File: src/include/crfs_pkg.sv
package crfs_pkg;

  // ==========================================================================
  // Register map and field layout
  // ==========================================================================
  localparam logic [1:0] CRFS_ADDR_FLAG   = 2'h0;  // receiver_flag_register.
  localparam logic [1:0] CRFS_ADDR_IRQEN  = 2'h1;  // receiver_irq_enable_register.
  localparam logic [1:0] CRFS_ADDR_CTRL   = 2'h2;  // Initialization and wake-up control.
  localparam int         CRFS_AW          = 2;
  localparam int         CRFS_DW          = 8;

  localparam int CRFS_BIT_WAKE  = 7;
  localparam int CRFS_BIT_CHG   = 6;
  localparam int CRFS_BIT_OVR   = 1;
  localparam int CRFS_BIT_MSG   = 0;
  localparam int CRFS_RST_HI    = 5;
  localparam int CRFS_RST_LO    = 4;
  localparam int CRFS_TST_HI    = 3;
  localparam int CRFS_TST_LO    = 2;
  localparam int CRFS_CTL_INIT  = 0;
  localparam int CRFS_CTL_WAKE  = 1;

  localparam logic [7:0] CRFS_FLAG_RESET  = 8'h00;
  localparam logic [7:0] CRFS_IRQEN_RESET = 8'h00;
  localparam logic [7:0] CRFS_CTRL_RESET  = 8'h00;

  // ==========================================================================
  // Error count thresholds
  // ==========================================================================
  localparam logic [8:0] CRFS_WARN_LIMIT    = 9'h060;  // 96.
  localparam logic [8:0] CRFS_PASSIVE_LIMIT = 9'h07f;  // 127.
  localparam logic [8:0] CRFS_BUSOFF_LIMIT  = 9'h0ff;  // 255.

  // ==========================================================================
  // Types
  // ==========================================================================
  typedef enum logic [1:0] {
    CRFS_ST_NORMAL  = 2'h0,
    CRFS_ST_WARNING = 2'h1,
    CRFS_ST_PASSIVE = 2'h2,
    CRFS_ST_BUSOFF  = 2'h3
  } crfs_state_t;

  typedef struct packed {
    logic [CRFS_AW-1:0] addr;
    logic [CRFS_DW-1:0] wdata;
    logic               wr;
    logic               rd;
  } crfs_bus_req_t;

  typedef struct packed {
    logic       activity;   // Bus activity, seen asleep or awake.
    logic       sleeping;   // Controller is in sleep mode.
    logic       overrun;    // Data overrun pulse.
    logic       msg_ready;  // Good message waits in the FIFO behind the front slot.
    logic [8:0] transmit_error_count;        // transmit_error_count.
    logic [8:0] inbound_error_tally;        // inbound_error_tally.
  } crfs_rx_evt_t;

endpackage : crfs_pkg

File: src/core/crfs_top.sv
// Overview of operation
// RQ1: Flags clear by writing one, condition gone.
// RQ2: Each flag has its own enable bit.
// RQ3: Init mode holds flags reset, ignores writes.
// RQ4: Writable again once init mode left.
// RQ5: Write one clears, zero ignored; read anytime.
// RQ6: State fields are read-only.
// RQ7: Wake flag on sleep activity when enabled.
// RQ8: Enabled wake flag raises wake-up request.
// RQ9: Status change flag on bus state change.
// RQ10: Change or overrun flag raises error request.
// RQ11: State fields frozen while change flag pending.
// RQ12: Receiver state coded by receive count.
// RQ13: State fields keep tracking during init.
// RQ14: Overrun flag set on data overrun.
// RQ15: Message flag set on good front-slot shift.
// RQ16: Software clears message flag releasing slot.
// RQ17: No front-slot shift while message flag set.
// RQ18: Enabled message flag raises receive request.
// RQ19: Bus-off shown in receiver field too.
// RQ20: Init active only when request and acknowledge.
// RQ21: Software reads buffer only with flag set.
// RQ22: Transmitter state coded by transmit count.
// RQ23: Reset clears flags, fields read normal.
//
// Chosen here: the address map and the plain strobed port.
module crfs_top
  import crfs_pkg::*;
(
  // Clock and reset
  input  wire logic           clk,
  input  wire logic           rstn,
  // Register port
  input  wire crfs_bus_req_t  bus_req,
  output logic [CRFS_DW-1:0]  rdata,
  // Receive and error events
  input  wire crfs_rx_evt_t   rx_evt,
  // Front slot handshake
  output logic                front_shift,
  // Mode status
  output logic                init_acknowledge_bit,
  // Interrupt requests
  output logic                wakeup_irq,
  output logic                error_irq,
  output logic                receive_irq
);

  // ==========================================================================
  // Local state
  // ==========================================================================
  logic                 wakeup_flag;
  logic                 bus_state_change_flag;
  logic                 overrun_flag;
  logic                 message_waiting_flag;
  crfs_state_t          receiver_state_field;
  crfs_state_t          transmitter_state_field;
  logic [CRFS_DW-1:0]   receiver_irq_enable_register;
  logic                 init_request_bit;
  logic                 wakeup_enable_setting;
  logic                 sleep_activity_seen;
  crfs_state_t          live_rx;
  crfs_state_t          live_tx;
  logic                 init_active;
  logic                 flag_wr;
  logic [CRFS_DW-1:0]   clr;
  logic                 state_moved;
  logic                 shift_now;
  logic                 overrun_seen;
  logic [CRFS_DW-1:0]   next_rdata;

  // ==========================================================================
  // Counter classification
  // ==========================================================================
  crfs_state_decode u_decode (
    .transmit_error_count      (rx_evt.transmit_error_count),
    .inbound_error_tally      (rx_evt.inbound_error_tally),
    .rx_state (live_rx),
    .tx_state (live_tx)
  );

  // ==========================================================================
  // Mode and decode
  // ==========================================================================
  // Acknowledge follows the request one cycle later, so the mode is entered
  // and left as a handshake; both must be high for init to count as active.
  assign init_active = init_request_bit && init_acknowledge_bit;  // RQ20
  assign flag_wr     = bus_req.wr && (bus_req.addr == CRFS_ADDR_FLAG) && !init_active;  // RQ3 RQ4
  assign clr         = flag_wr ? bus_req.wdata : '0;  // RQ5
  assign state_moved = (live_rx != receiver_state_field) || (live_tx != transmitter_state_field);  // RQ9
  // A shift is offered only while the front slot is free.
  assign shift_now   = rx_evt.msg_ready && !message_waiting_flag && !init_active;  // RQ17 RQ15

  // Control register: init request and wake-up enable.
  always_ff @(posedge clk or negedge rstn) begin
    if (!rstn) begin
      init_request_bit      <= 1'b0;
      wakeup_enable_setting <= 1'b0;
    end else if (bus_req.wr && (bus_req.addr == CRFS_ADDR_CTRL)) begin
      init_request_bit      <= bus_req.wdata[CRFS_CTL_INIT];
      wakeup_enable_setting <= bus_req.wdata[CRFS_CTL_WAKE];
    end
  end

  // Acknowledge handshake; it drops only after the request has dropped.
  always_ff @(posedge clk or negedge rstn) begin
    if (!rstn) begin
      init_acknowledge_bit <= 1'b0;
    end else begin
      init_acknowledge_bit <= init_request_bit;  // RQ20
    end
  end

  // Interrupt enable register; held in reset during init mode like the flags.
  always_ff @(posedge clk or negedge rstn) begin
    if (!rstn) begin
      receiver_irq_enable_register <= CRFS_IRQEN_RESET;
    end else if (init_active) begin
      receiver_irq_enable_register <= CRFS_IRQEN_RESET;  // RQ2
    end else if (bus_req.wr && (bus_req.addr == CRFS_ADDR_IRQEN)) begin
      receiver_irq_enable_register <= bus_req.wdata;  // RQ2
    end
  end

  // ==========================================================================
  // Flags
  // ==========================================================================
  // Wake-up activity only counts while asleep with wake-up enabled.
  assign sleep_activity_seen = rx_evt.activity && rx_evt.sleeping && wakeup_enable_setting;
  assign overrun_seen        = rx_evt.overrun;

  // In the wake, overrun and message flags the set term wins over a same-cycle clear, which is how a
  // clear only takes effect once the setting condition has gone away.
  always_ff @(posedge clk or negedge rstn) begin
    if (!rstn) begin
      wakeup_flag <= 1'b0;  // RQ23
    end else if (init_active) begin
      wakeup_flag <= 1'b0;  // RQ3
    end else if (sleep_activity_seen) begin
      wakeup_flag <= 1'b1;  // RQ7
    end else if (clr[CRFS_BIT_WAKE]) begin
      wakeup_flag <= 1'b0;  // RQ1
    end
  end

  // Status change is raised when the live state differs from the frozen one.
  always_ff @(posedge clk or negedge rstn) begin
    if (!rstn) begin
      bus_state_change_flag <= 1'b0;  // RQ23
    end else if (init_active) begin
      bus_state_change_flag <= 1'b0;  // RQ3
    end else if (state_moved && !bus_state_change_flag) begin
      bus_state_change_flag <= 1'b1;  // RQ9
    end else if (clr[CRFS_BIT_CHG]) begin
      bus_state_change_flag <= 1'b0;  // RQ1
    end
  end

  // Overrun flag.
  always_ff @(posedge clk or negedge rstn) begin
    if (!rstn) begin
      overrun_flag <= 1'b0;  // RQ23
    end else if (init_active) begin
      overrun_flag <= 1'b0;  // RQ3
    end else if (overrun_seen) begin
      overrun_flag <= 1'b1;  // RQ14
    end else if (clr[CRFS_BIT_OVR]) begin
      overrun_flag <= 1'b0;  // RQ1
    end
  end

  // Message-waiting flag; clearing it frees the front slot for the next shift.
  always_ff @(posedge clk or negedge rstn) begin
    if (!rstn) begin
      message_waiting_flag <= 1'b0;  // RQ23
    end else if (init_active) begin
      message_waiting_flag <= 1'b0;  // RQ3
    end else if (shift_now) begin
      message_waiting_flag <= 1'b1;  // RQ15
    end else if (clr[CRFS_BIT_MSG]) begin
      message_waiting_flag <= 1'b0;  // RQ1 RQ16
    end
  end

  // Front-slot shift pulse towards the FIFO datapath.
  always_ff @(posedge clk or negedge rstn) begin
    if (!rstn) begin
      front_shift <= 1'b0;
    end else begin
      front_shift <= shift_now;  // RQ17
    end
  end

  // ==========================================================================
  // State fields
  // ==========================================================================
  // Fields ignore init mode and writes; they move only with no change pending,
  // so software always sees the state that raised the interrupt.
  always_ff @(posedge clk or negedge rstn) begin
    if (!rstn) begin
      receiver_state_field    <= CRFS_ST_NORMAL;  // RQ23
      transmitter_state_field <= CRFS_ST_NORMAL;  // RQ23
    end else if (!bus_state_change_flag) begin
      receiver_state_field    <= live_rx;  // RQ11 RQ13 RQ6
      transmitter_state_field <= live_tx;  // RQ11 RQ13 RQ6
    end
  end

  // ==========================================================================
  // Interrupt requests
  // ==========================================================================
  always_ff @(posedge clk or negedge rstn) begin
    if (!rstn) begin
      wakeup_irq  <= 1'b0;
      error_irq   <= 1'b0;
      receive_irq <= 1'b0;
    end else begin
      wakeup_irq  <= wakeup_flag && receiver_irq_enable_register[CRFS_BIT_WAKE];  // RQ8
      error_irq   <= (bus_state_change_flag && receiver_irq_enable_register[CRFS_BIT_CHG])
                   || (overrun_flag && receiver_irq_enable_register[CRFS_BIT_OVR]);  // RQ10
      receive_irq <= message_waiting_flag && receiver_irq_enable_register[CRFS_BIT_MSG];  // RQ18
    end
  end

  // ==========================================================================
  // Read path
  // ==========================================================================
  // Unmapped addresses read zero; the read is side-effect free.
  always_comb begin
    next_rdata = '0;
    case (bus_req.addr)
      CRFS_ADDR_FLAG: begin
        next_rdata[CRFS_BIT_WAKE]             = wakeup_flag;
        next_rdata[CRFS_BIT_CHG]              = bus_state_change_flag;
        next_rdata[CRFS_RST_HI:CRFS_RST_LO]   = receiver_state_field;
        next_rdata[CRFS_TST_HI:CRFS_TST_LO]   = transmitter_state_field;
        next_rdata[CRFS_BIT_OVR]              = overrun_flag;
        next_rdata[CRFS_BIT_MSG]              = message_waiting_flag;  // RQ5
      end
      CRFS_ADDR_IRQEN: begin
        next_rdata = receiver_irq_enable_register;
      end
      CRFS_ADDR_CTRL: begin
        next_rdata[CRFS_CTL_INIT] = init_request_bit;
        next_rdata[CRFS_CTL_WAKE] = wakeup_enable_setting;
      end
      default: begin
        next_rdata = '0;
      end
    endcase
  end

  // Read data stand only in the cycle after the strobe.
  always_ff @(posedge clk or negedge rstn) begin
    if (!rstn) begin
      rdata <= '0;
    end else if (bus_req.rd) begin
      rdata <= next_rdata;
    end else begin
      rdata <= '0;
    end
  end

endmodule : crfs_top

File: src/core/crfs_state_decode.sv
// Classifies the two error counters into receiver and transmitter states.
module crfs_state_decode
  import crfs_pkg::*;
(
  // Counters
  input  wire logic [8:0] transmit_error_count,
  input  wire logic [8:0] inbound_error_tally,
  // Decoded states
  output crfs_state_t     rx_state,
  output crfs_state_t     tx_state
);

  // ==========================================================================
  // Decode
  // ==========================================================================
  // Bus-off is a transmitter condition but overrides the receiver code too.
  always_comb begin
    if (transmit_error_count > CRFS_BUSOFF_LIMIT) begin
      rx_state = CRFS_ST_BUSOFF;  // RQ19
    end else if (inbound_error_tally > CRFS_PASSIVE_LIMIT) begin
      rx_state = CRFS_ST_PASSIVE;  // RQ12
    end else if (inbound_error_tally > CRFS_WARN_LIMIT) begin
      rx_state = CRFS_ST_WARNING;  // RQ12
    end else begin
      rx_state = CRFS_ST_NORMAL;  // RQ12
    end
  end

  // Transmitter coding mirrors the receiver with a bounded passive band.
  always_comb begin
    if (transmit_error_count > CRFS_BUSOFF_LIMIT) begin
      tx_state = CRFS_ST_BUSOFF;  // RQ22
    end else if (transmit_error_count > CRFS_PASSIVE_LIMIT) begin
      tx_state = CRFS_ST_PASSIVE;  // RQ22
    end else if (transmit_error_count > CRFS_WARN_LIMIT) begin
      tx_state = CRFS_ST_WARNING;  // RQ22
    end else begin
      tx_state = CRFS_ST_NORMAL;  // RQ22
    end
  end

endmodule : crfs_state_decode

File: config.mk
export PLATFORM = sky130hd
export DESIGN_NAME = crfs_top
export DESIGN_NICKNAME = d
export VERILOG_FILES = /design/src/include/crfs_pkg.sv /design/src/core/crfs_top.sv /design/src/core/crfs_state_decode.sv
export SDC_FILE = /design/constraint.sdc
export NUM_CORES = 1
export LEC_CHECK = 0
export ABC_AREA = 1
export BUFFER_PORTS_ARGS = -buffer_cell sky130_fd_sc_hd__buf_2
export CORE_MARGIN = 2
export CORE_UTILIZATION = 49
export DETAILED_ROUTE_END_ITERATION = 16
export PLACE_DENSITY = 0.84
export SYNTH_ARGS = -nofsm -noshare
export SYNTH_HDL_FRONTEND = slang
export SYNTH_SLANG_ARGS = --single-unit
File: constraint.sdc
create_clock -name clk -period 1.1 [get_ports clk]
set_input_delay 0.11 -clock clk [delete_from_list [all_inputs] [get_ports clk]]
set_output_delay 0.11 -clock clk [all_outputs]
set_load 0.05 [all_outputs]
==> summary.md, run 1 <==
| Metric | Value |
|---|---|
| Hold Crit Class | `in2reg` |
| Clock Skews | `0.0115 ns` |
| Number of synthesized flops with an enable pin | `0` |
| Grt total ovfl | `0` |
| P_sw | `1130 uW` |
| Syn nets | `204` |
| Min-delay src | `rx_evt[19]` |
| Slowest cell on the critical path | `dfrtp_2` |
| Dpl ws | `0.00774 ns` |
| Worst slew margin | `75.0%` |
| Clock Tree Buf Depth | `2` |
| Drt drc | `0` |
| Reg-to-reg critical path startpoint | `init_request_bit` |
| Multi-input logic area | `547 sq um` |
| First DRT Iteration DRCs | `42` |
| Min cycle time layout | `1.06 ns` |
| CP peak stage delay | `0.44 ns` |
| FF/Latch Area | `777 sq um` |
| Final Worst Setup Slack | `0.0419 ns` |
| Lkg Pwr | `0.00102 uW` |
| Ports | `49` |
| Core region area | `0.00276 sq mm` |
| R2R Path End | `receiver_irq_enable_register[6]` |
| Vias in the first global route | `1051` |
| Synthesized flop and latch total | `31` |
| Status | `complete, no violations` |
| DIE HEIGHT | `58.0 um` |
| Final worst-path cycle share | `96.2%` |
| Total CTS buffers | `5` |
| Final setup vio count | `0` |
| PortBufs | `48` |
| R2r worst-path depth | `5` |
| Crit path required time | `0.99 ns` |
| VDD IR-drop max | `1.20 mV` |
| GPL Wtd Cong | `0.840` |
| Power Dens Cells | `1710 mW/mm^2` |
| Ys async rst share | `100%` |
| Arrival time worst endpoint | `0.95 ns` |
| Fmax | `945 MHz` |
| Total number of vias | `1253` |
| Final Max Tran Viols | `0` |
| Startpoint types | `register` |
| Internal power | `1950 uW` |
| Max-Cap Viols | `0` |
| Die area | `0.00336 sq mm` |
| FILL cells | `226` |
| CP Buf/Inv Count | `1` |
| Global-route usage over all layers | `18.1%` |
| Critical path class | `reg2out` |
| DP Wirelength | `2.16 mm` |
| Htree depth | `2` |
| Critical path, cell by cell | `buf_4` |
| Layout cells sized above 1 | `32.0%` |
| Root Buffer | `clkbuf_4` |
| Synthesized area | `0.00143 sq mm` |
| Drt wl/cell | `10.8 um` |
| Sequential fraction of the synthesis area | `54.3%` |
| Starting Density | `51.8%` |
| ANT nets after route | `0` |
| Critical path capture point type | `primary output` |
| Clock latency on the worst-skew pair | `0.31 ns` |
| Largest net degree at the start of global routing | `32` |
| First drt pass iteration count | `4` |
| Final #Nets | `265` |
| Global-route wire length before repair | `4.56 mm` |
| Diode count | `0` |
| Clock power share | `17.8%` |
| Synth Area per Inst | `8.50 sq um` |
| TritonCTS clock tree | `yes` |
| Cells after Synth | `168` |
| Clk sink count | `31` |
| Worst-Margin Slew | `0.375 ns` |
| Initial antenna violation count | `0` |
| Layout area overhead | `26.6%` |
| Worst-path clk slew | `0.09 ns` |
| Gate power share | `31.6%` |
| Hold Crit Depth | `3` |
| Crit-path max FO | `2` |
| Register-to-register setup slack | `0.06 ns` |
| Yosys warnings | `0` |
| Switching Share | `36.8%` |
| Cell family with most CP delay | `flip-flops` |
| Total Routed Length | `2.80 mm` |
| Hold Fails Final Rpt | `0` |
| Tot Pwr | `3080 uW` |
| Via density | `4.84` |
| Rows | `19` |
| Post-synth top flop | `dfrtp_1` |
| Endpoint, Worst Hold | `overrun_flag` |
| Netlist cell types | `21` |
| Die W | `58.0 um` |
| Sequential fraction of design power | `50.6%` |
[how the worst max path moves through the flow]
stage               cells after the start                  from  slack (ns)              endpoint
floorplan                               4  init_acknowledge_bit       0.009  message_waiting_flag
global placement                        4      init_request_bit        0.08          overrun_flag
detailed placement                      4      init_request_bit       0.008           wakeup_flag
CTS                                     4      init_request_bit       0.003           wakeup_flag
global route                            4      init_request_bit       -0.01          overrun_flag
finish                                  1  init_acknowledge_bit        0.04  init_acknowledge_bit
[registers in the layout, summed over array words and instances, names as in the netlist, 2 cells and up]
signal	cells
rdata	8
receiver_irq_enable_register	8
receiver_state_field	2
transmitter_state_field	2
[layer usage]
| metal | vias to the layer above | global-route usage [%] | share of wire, % |
|---|---|---|---|
| li1 | 654 | - | - |
| met1 | 562 | 25.2 | 46 |
| met2 | 33 | 27.1 | 47 |
| met3 | 4 | 4.24 | 5.6 |
| met4 | 0 | 7.97 | 1.4 |
| met5 | - | 0 | 0 |
[cell type report]
type                    count  area share (%)
clock buffers               6            2.29
inverters                  28            5.82
multi-input cells         108            30.3
flip-flops and latches     31            43.0
well taps                  31            2.15
repair buffers             55            16.5
[cells in the mapped netlist, types with 2 or more instances]
cell     count  area [sq um]
nand2_1     38           143
dfrtp_1     31           776
inv_1       25          93.8
nand3_1     17          85.1
o21ai_1     15          75.1
nor2_1      11          41.3
a21oi_1      8          40.0
o21ai_0      4          20.0
inv_2        3          11.3
nand3_2      3          30.0
nand2_2      2          12.5
nor3_1       2          10.0
[cell usage in the layout, fill, tap and decap left out, drive strengths merged, types with 6 or more instances in the layout]
| cell type | instances |
|---|---|
| buf | 54 |
| o21ai | 20 |
| nand3 | 20 |
| inv | 28 |
| dfrtp | 31 |
| a21oi | 8 |
| nand2 | 41 |
| clkbuf | 6 |
| nor2 | 13 |
[logic make-up (layout without fill, tap and decap cells)]
logic type             Yosys count  in the layout  synth area share [%]
and+or+nand+nor                 77             77                  26.0
DFF                             31             31                  54.3
AOI/OAI and AO/OA               31             31                  11.9
buffers and inverters           29             89                  7.71
[what timing repair did]
| action | CTS | global route |
|---|---|---|
| setup endpoints to repair | 0 | 10 |
| buffers inserted | 0 | 3 |
| hold endpoints to repair | 31 | 0 |
| gates resized for setup | 0 | 3 |
| hold buffers | 1 | 0 |
[stage by stage]
stage	cell area (sq um)	hold slack (ns)	util, %	setup TNS, ns	cells
CTS	1780	0.0174	64.4	0	256
finish	1810	0.0230	65.5	0	259
detailed placement	1730	0.138	62.6	0	249
global placement	1730	0.133	62.6	0	249
global route	1810	0.0160	65.5	-0.0134	259
floorplan	1430	-0.186	-	0	168
[power groups by stage]
stage	logic, uW	clock network (uW)	registers, uW
5_1_grt	1080	608	1590
3_5_place_dp	949	0	1570
3_3_place_gp	927	0	1570
6_report	974	550	1560
2_1_floorplan	419	0	1800
4_1_cts	955	564	1550
Power figures use the tool's default switching activity.
==> run 2: changes to the inputs <==
--- a/config.mk
+++ b/config.mk
@@ -8,9 +8,10 @@
 export ABC_AREA = 1
 export BUFFER_PORTS_ARGS = -buffer_cell sky130_fd_sc_hd__buf_2
 export CORE_MARGIN = 2
-export CORE_UTILIZATION = 49
+export CORE_UTILIZATION = 50
+export CTS_BUF_LIST = sky130_fd_sc_hd__clkbuf_4 sky130_fd_sc_hd__clkbuf_8
 export DETAILED_ROUTE_END_ITERATION = 16
-export PLACE_DENSITY = 0.84
+export PLACE_DENSITY = 0.86
 export SYNTH_ARGS = -nofsm -noshare
 export SYNTH_HDL_FRONTEND = slang
 export SYNTH_SLANG_ARGS = --single-unit
==> run 2 against run 1 <==
Largest power group unchanged; total power grew 8.5%; setup slack gained 0.0047 ns; die area shrank 1.9%; register-to-register slack is essentially flat; core utilization grew 3.8 points; clock power grew 38%; via count grew 3.5%; sequential cell count is the same; first-iteration DRC count shrank 60%; wire length grew 3.6%; non-clock buffer count grew 3; hold slack lost 0.0088 ns.
==> summary.md, run 2 (synthesis gave the netlist of run 1 again) <==
| Metric | Value |
|---|---|
| Clock latency on the worst-skew pair | `0.33 ns` |
| Critical path capture point type | `register` |
| Largest regs | `rdata: 8 flops, receiver_irq_enable_register: 8 flops` |
| Total number of vias | `1297` |
| VDD IR-drop max | `1.33 mV` |
| Min cycle time layout | `1.05 ns` |
| Starting Density | `52.2%` |
| Largest net degree at the start of global routing | `32` |
| DIE HEIGHT | `57.4 um` |
| Reg-to-reg critical path startpoint | `init_request_bit` |
| CP most frequent cell | `o21ai_1` |
| FILL cells | `215` |
| Power Dens Cells | `1770 mW/mm^2` |
| ANT nets after route | `0` |
| Die W | `57.4 um` |
| Critical path, cell by cell | `nand2_4, nand3_2, o21ai_1, o21ai_1` |
| Diode count | `0` |
| Hold Crit Class | `in2reg` |
| Final #Nets | `268` |
| Cell family with most CP delay | `flip-flops` |
| Startpoint types | `register` |
| Tot Pwr | `3340 uW` |
| Final Max Tran Viols | `0` |
| First drt pass iteration count | `5` |
| Global-route wire length before repair | `4.83 mm` |
| Register-to-register setup slack | `0.05 ns` |
| Lkg Pwr | `0.00105 uW` |
| Min-delay src | `bus_req[5]` |
| TritonCTS clock tree | `yes` |
| Initial antenna violation count | `0` |
| P_sw | `1190 uW` |
| Final setup vio count | `0` |
| Die area | `0.00330 sq mm` |
| Arrival time worst endpoint | `1.27 ns` |
| Final Worst Setup Slack | `0.0467 ns` |
| CP peak stage delay | `0.45 ns` |
| Via density | `4.91` |
| Clock power share | `22.7%` |
| Layout area overhead | `32.7%` |
| Drt drc | `0` |
| Internal power | `2160 uW` |
| Core region area | `0.00273 sq mm` |
| Fmax | `949 MHz` |
| Critical path class | `reg2reg` |
| Root Buffer | `clkbuf_4` |
| Clk sink count | `31` |
| Slowest cell on the critical path | `dfrtp_2` |
| Post-DP Area | `0.00172 sq mm` |
| PortBufs | `48` |
| DP Wirelength | `2.18 mm` |
| Vias in the first global route | `1153` |
| Worst slew margin | `56.9%` |
| Switching Share | `35.6%` |
| Worst-path clk slew | `0.09 ns` |
| First DRT Iteration DRCs | `17` |
| Hold Fails Final Rpt | `0` |
| Final worst-path cycle share | `95.8%` |
| Layout cells sized above 1 | `33.0%` |
| Global-route usage over all layers | `19.4%` |
| Post-Layout Inst Area | `0.00189 sq mm` |
| Most common cell after layout, fill and taps aside | `buf_2` |
| Worst-Margin Slew | `0.647 ns` |
| Drt wl/cell | `11.0 um` |
| Status | `complete, no violations` |
| Crit-path max FO | `9` |
| CP Buf/Inv Count | `0` |
| Htree depth | `2` |
| Commonest cells after routing, fill and taps aside | `47 x buf_2, 38 x nand2_1, 29 x dfrtp_1, 25 x inv_1, 16 x nand3_1` |
| GPL Wtd Cong | `0.851` |
| Ports | `49` |
| Gate power share | `30.5%` |
| Grt total ovfl | `0` |
| Max-Cap Viols | `0` |
| Clock Skews | `0.0121 ns` |
| Crit path required time | `1.32 ns` |
| CP startpoint | `init_request_bit` |
| Dpl ws | `0.0360 ns` |
| Rows | `19` |
| RSZ-0062 raised after global routing | `yes` |
| Clock Tree Buf Depth | `2` |
| Sequential fraction of design power | `46.8%` |
| Total Routed Length | `2.90 mm` |
| Total CTS buffers | `5` |
[run 2: worst paths after layout]
| path | cells past startpoint | to |
|---|---|---|
| hold / removal | 3 | receiver_irq_enable_register[3] |
| setup / recovery | 4 | message_waiting_flag |
| setup reg to reg | 4 | message_waiting_flag |
| hold reg to reg | 0 | init_acknowledge_bit |
| min in group asynchronous | 2 | wakeup_enable_setting |
| max in group asynchronous | 2 | init_request_bit |
[run 2: power by group through the flow]
stage          Clock, uW  Combinational [uW]  Sequential [uW]
3_3_place_gp           0                 927             1570
6_report             760                1020             1560
3_5_place_dp           0                 947             1580
4_1_cts              784                 967             1550
2_1_floorplan          0                 419             1800
5_1_grt              834                1130             1600
[run 2: layer usage]
| layer | wire length [um] | vias up | track usage, % |
|---|---|---|---|
| li1 | - | 667 | - |
| met5 | 0 | - | 0 |
| met2 | 1450 | 34 | 29.4 |
| met1 | 1240 | 591 | 25.7 |
| met4 | 60 | 0 | 7.64 |
| met3 | 149 | 5 | 6.80 |
[run 2: timing repair]
item | 4_1_cts | 5_1_grt
endpoints found under the hold margin | 36 | 0
resized for setup | 0 | 8
hold buffers | 6 | 0
setup buffers | 0 | 2
endpoints found under the setup margin | 0 | 12
[run 2: per-stage QoR]
stage               utilization (%)  std cells  TNS (ns)  hold WS [ns]
floorplan                         -        168         0        -0.186
global placement               62.8        248         0         0.161
detailed placement             62.8        248         0         0.174
CTS                            67.7        262         0       0.00319
global route                   69.3        264   -0.0142        0.0261
finish                         69.3        264         0        0.0142
[run 2: layout make-up]
type | instances | area [sq um] | area share [%]
inverter | 28 | 105 | 5.55
timing repair buffer | 58 | 337 | 17.8
clock buffer | 8 | 72.6 | 3.83
multi-input combinational | 108 | 563 | 29.7
tap | 31 | 38.8 | 2.05
sequential | 31 | 778 | 41.1
[run 2: tightest hold or removal path: cells and delay by family]
family                 cells  cell delay [ns]
AOI/OAI and AO/OA          1             0.06
buffers and inverters      2             0.13
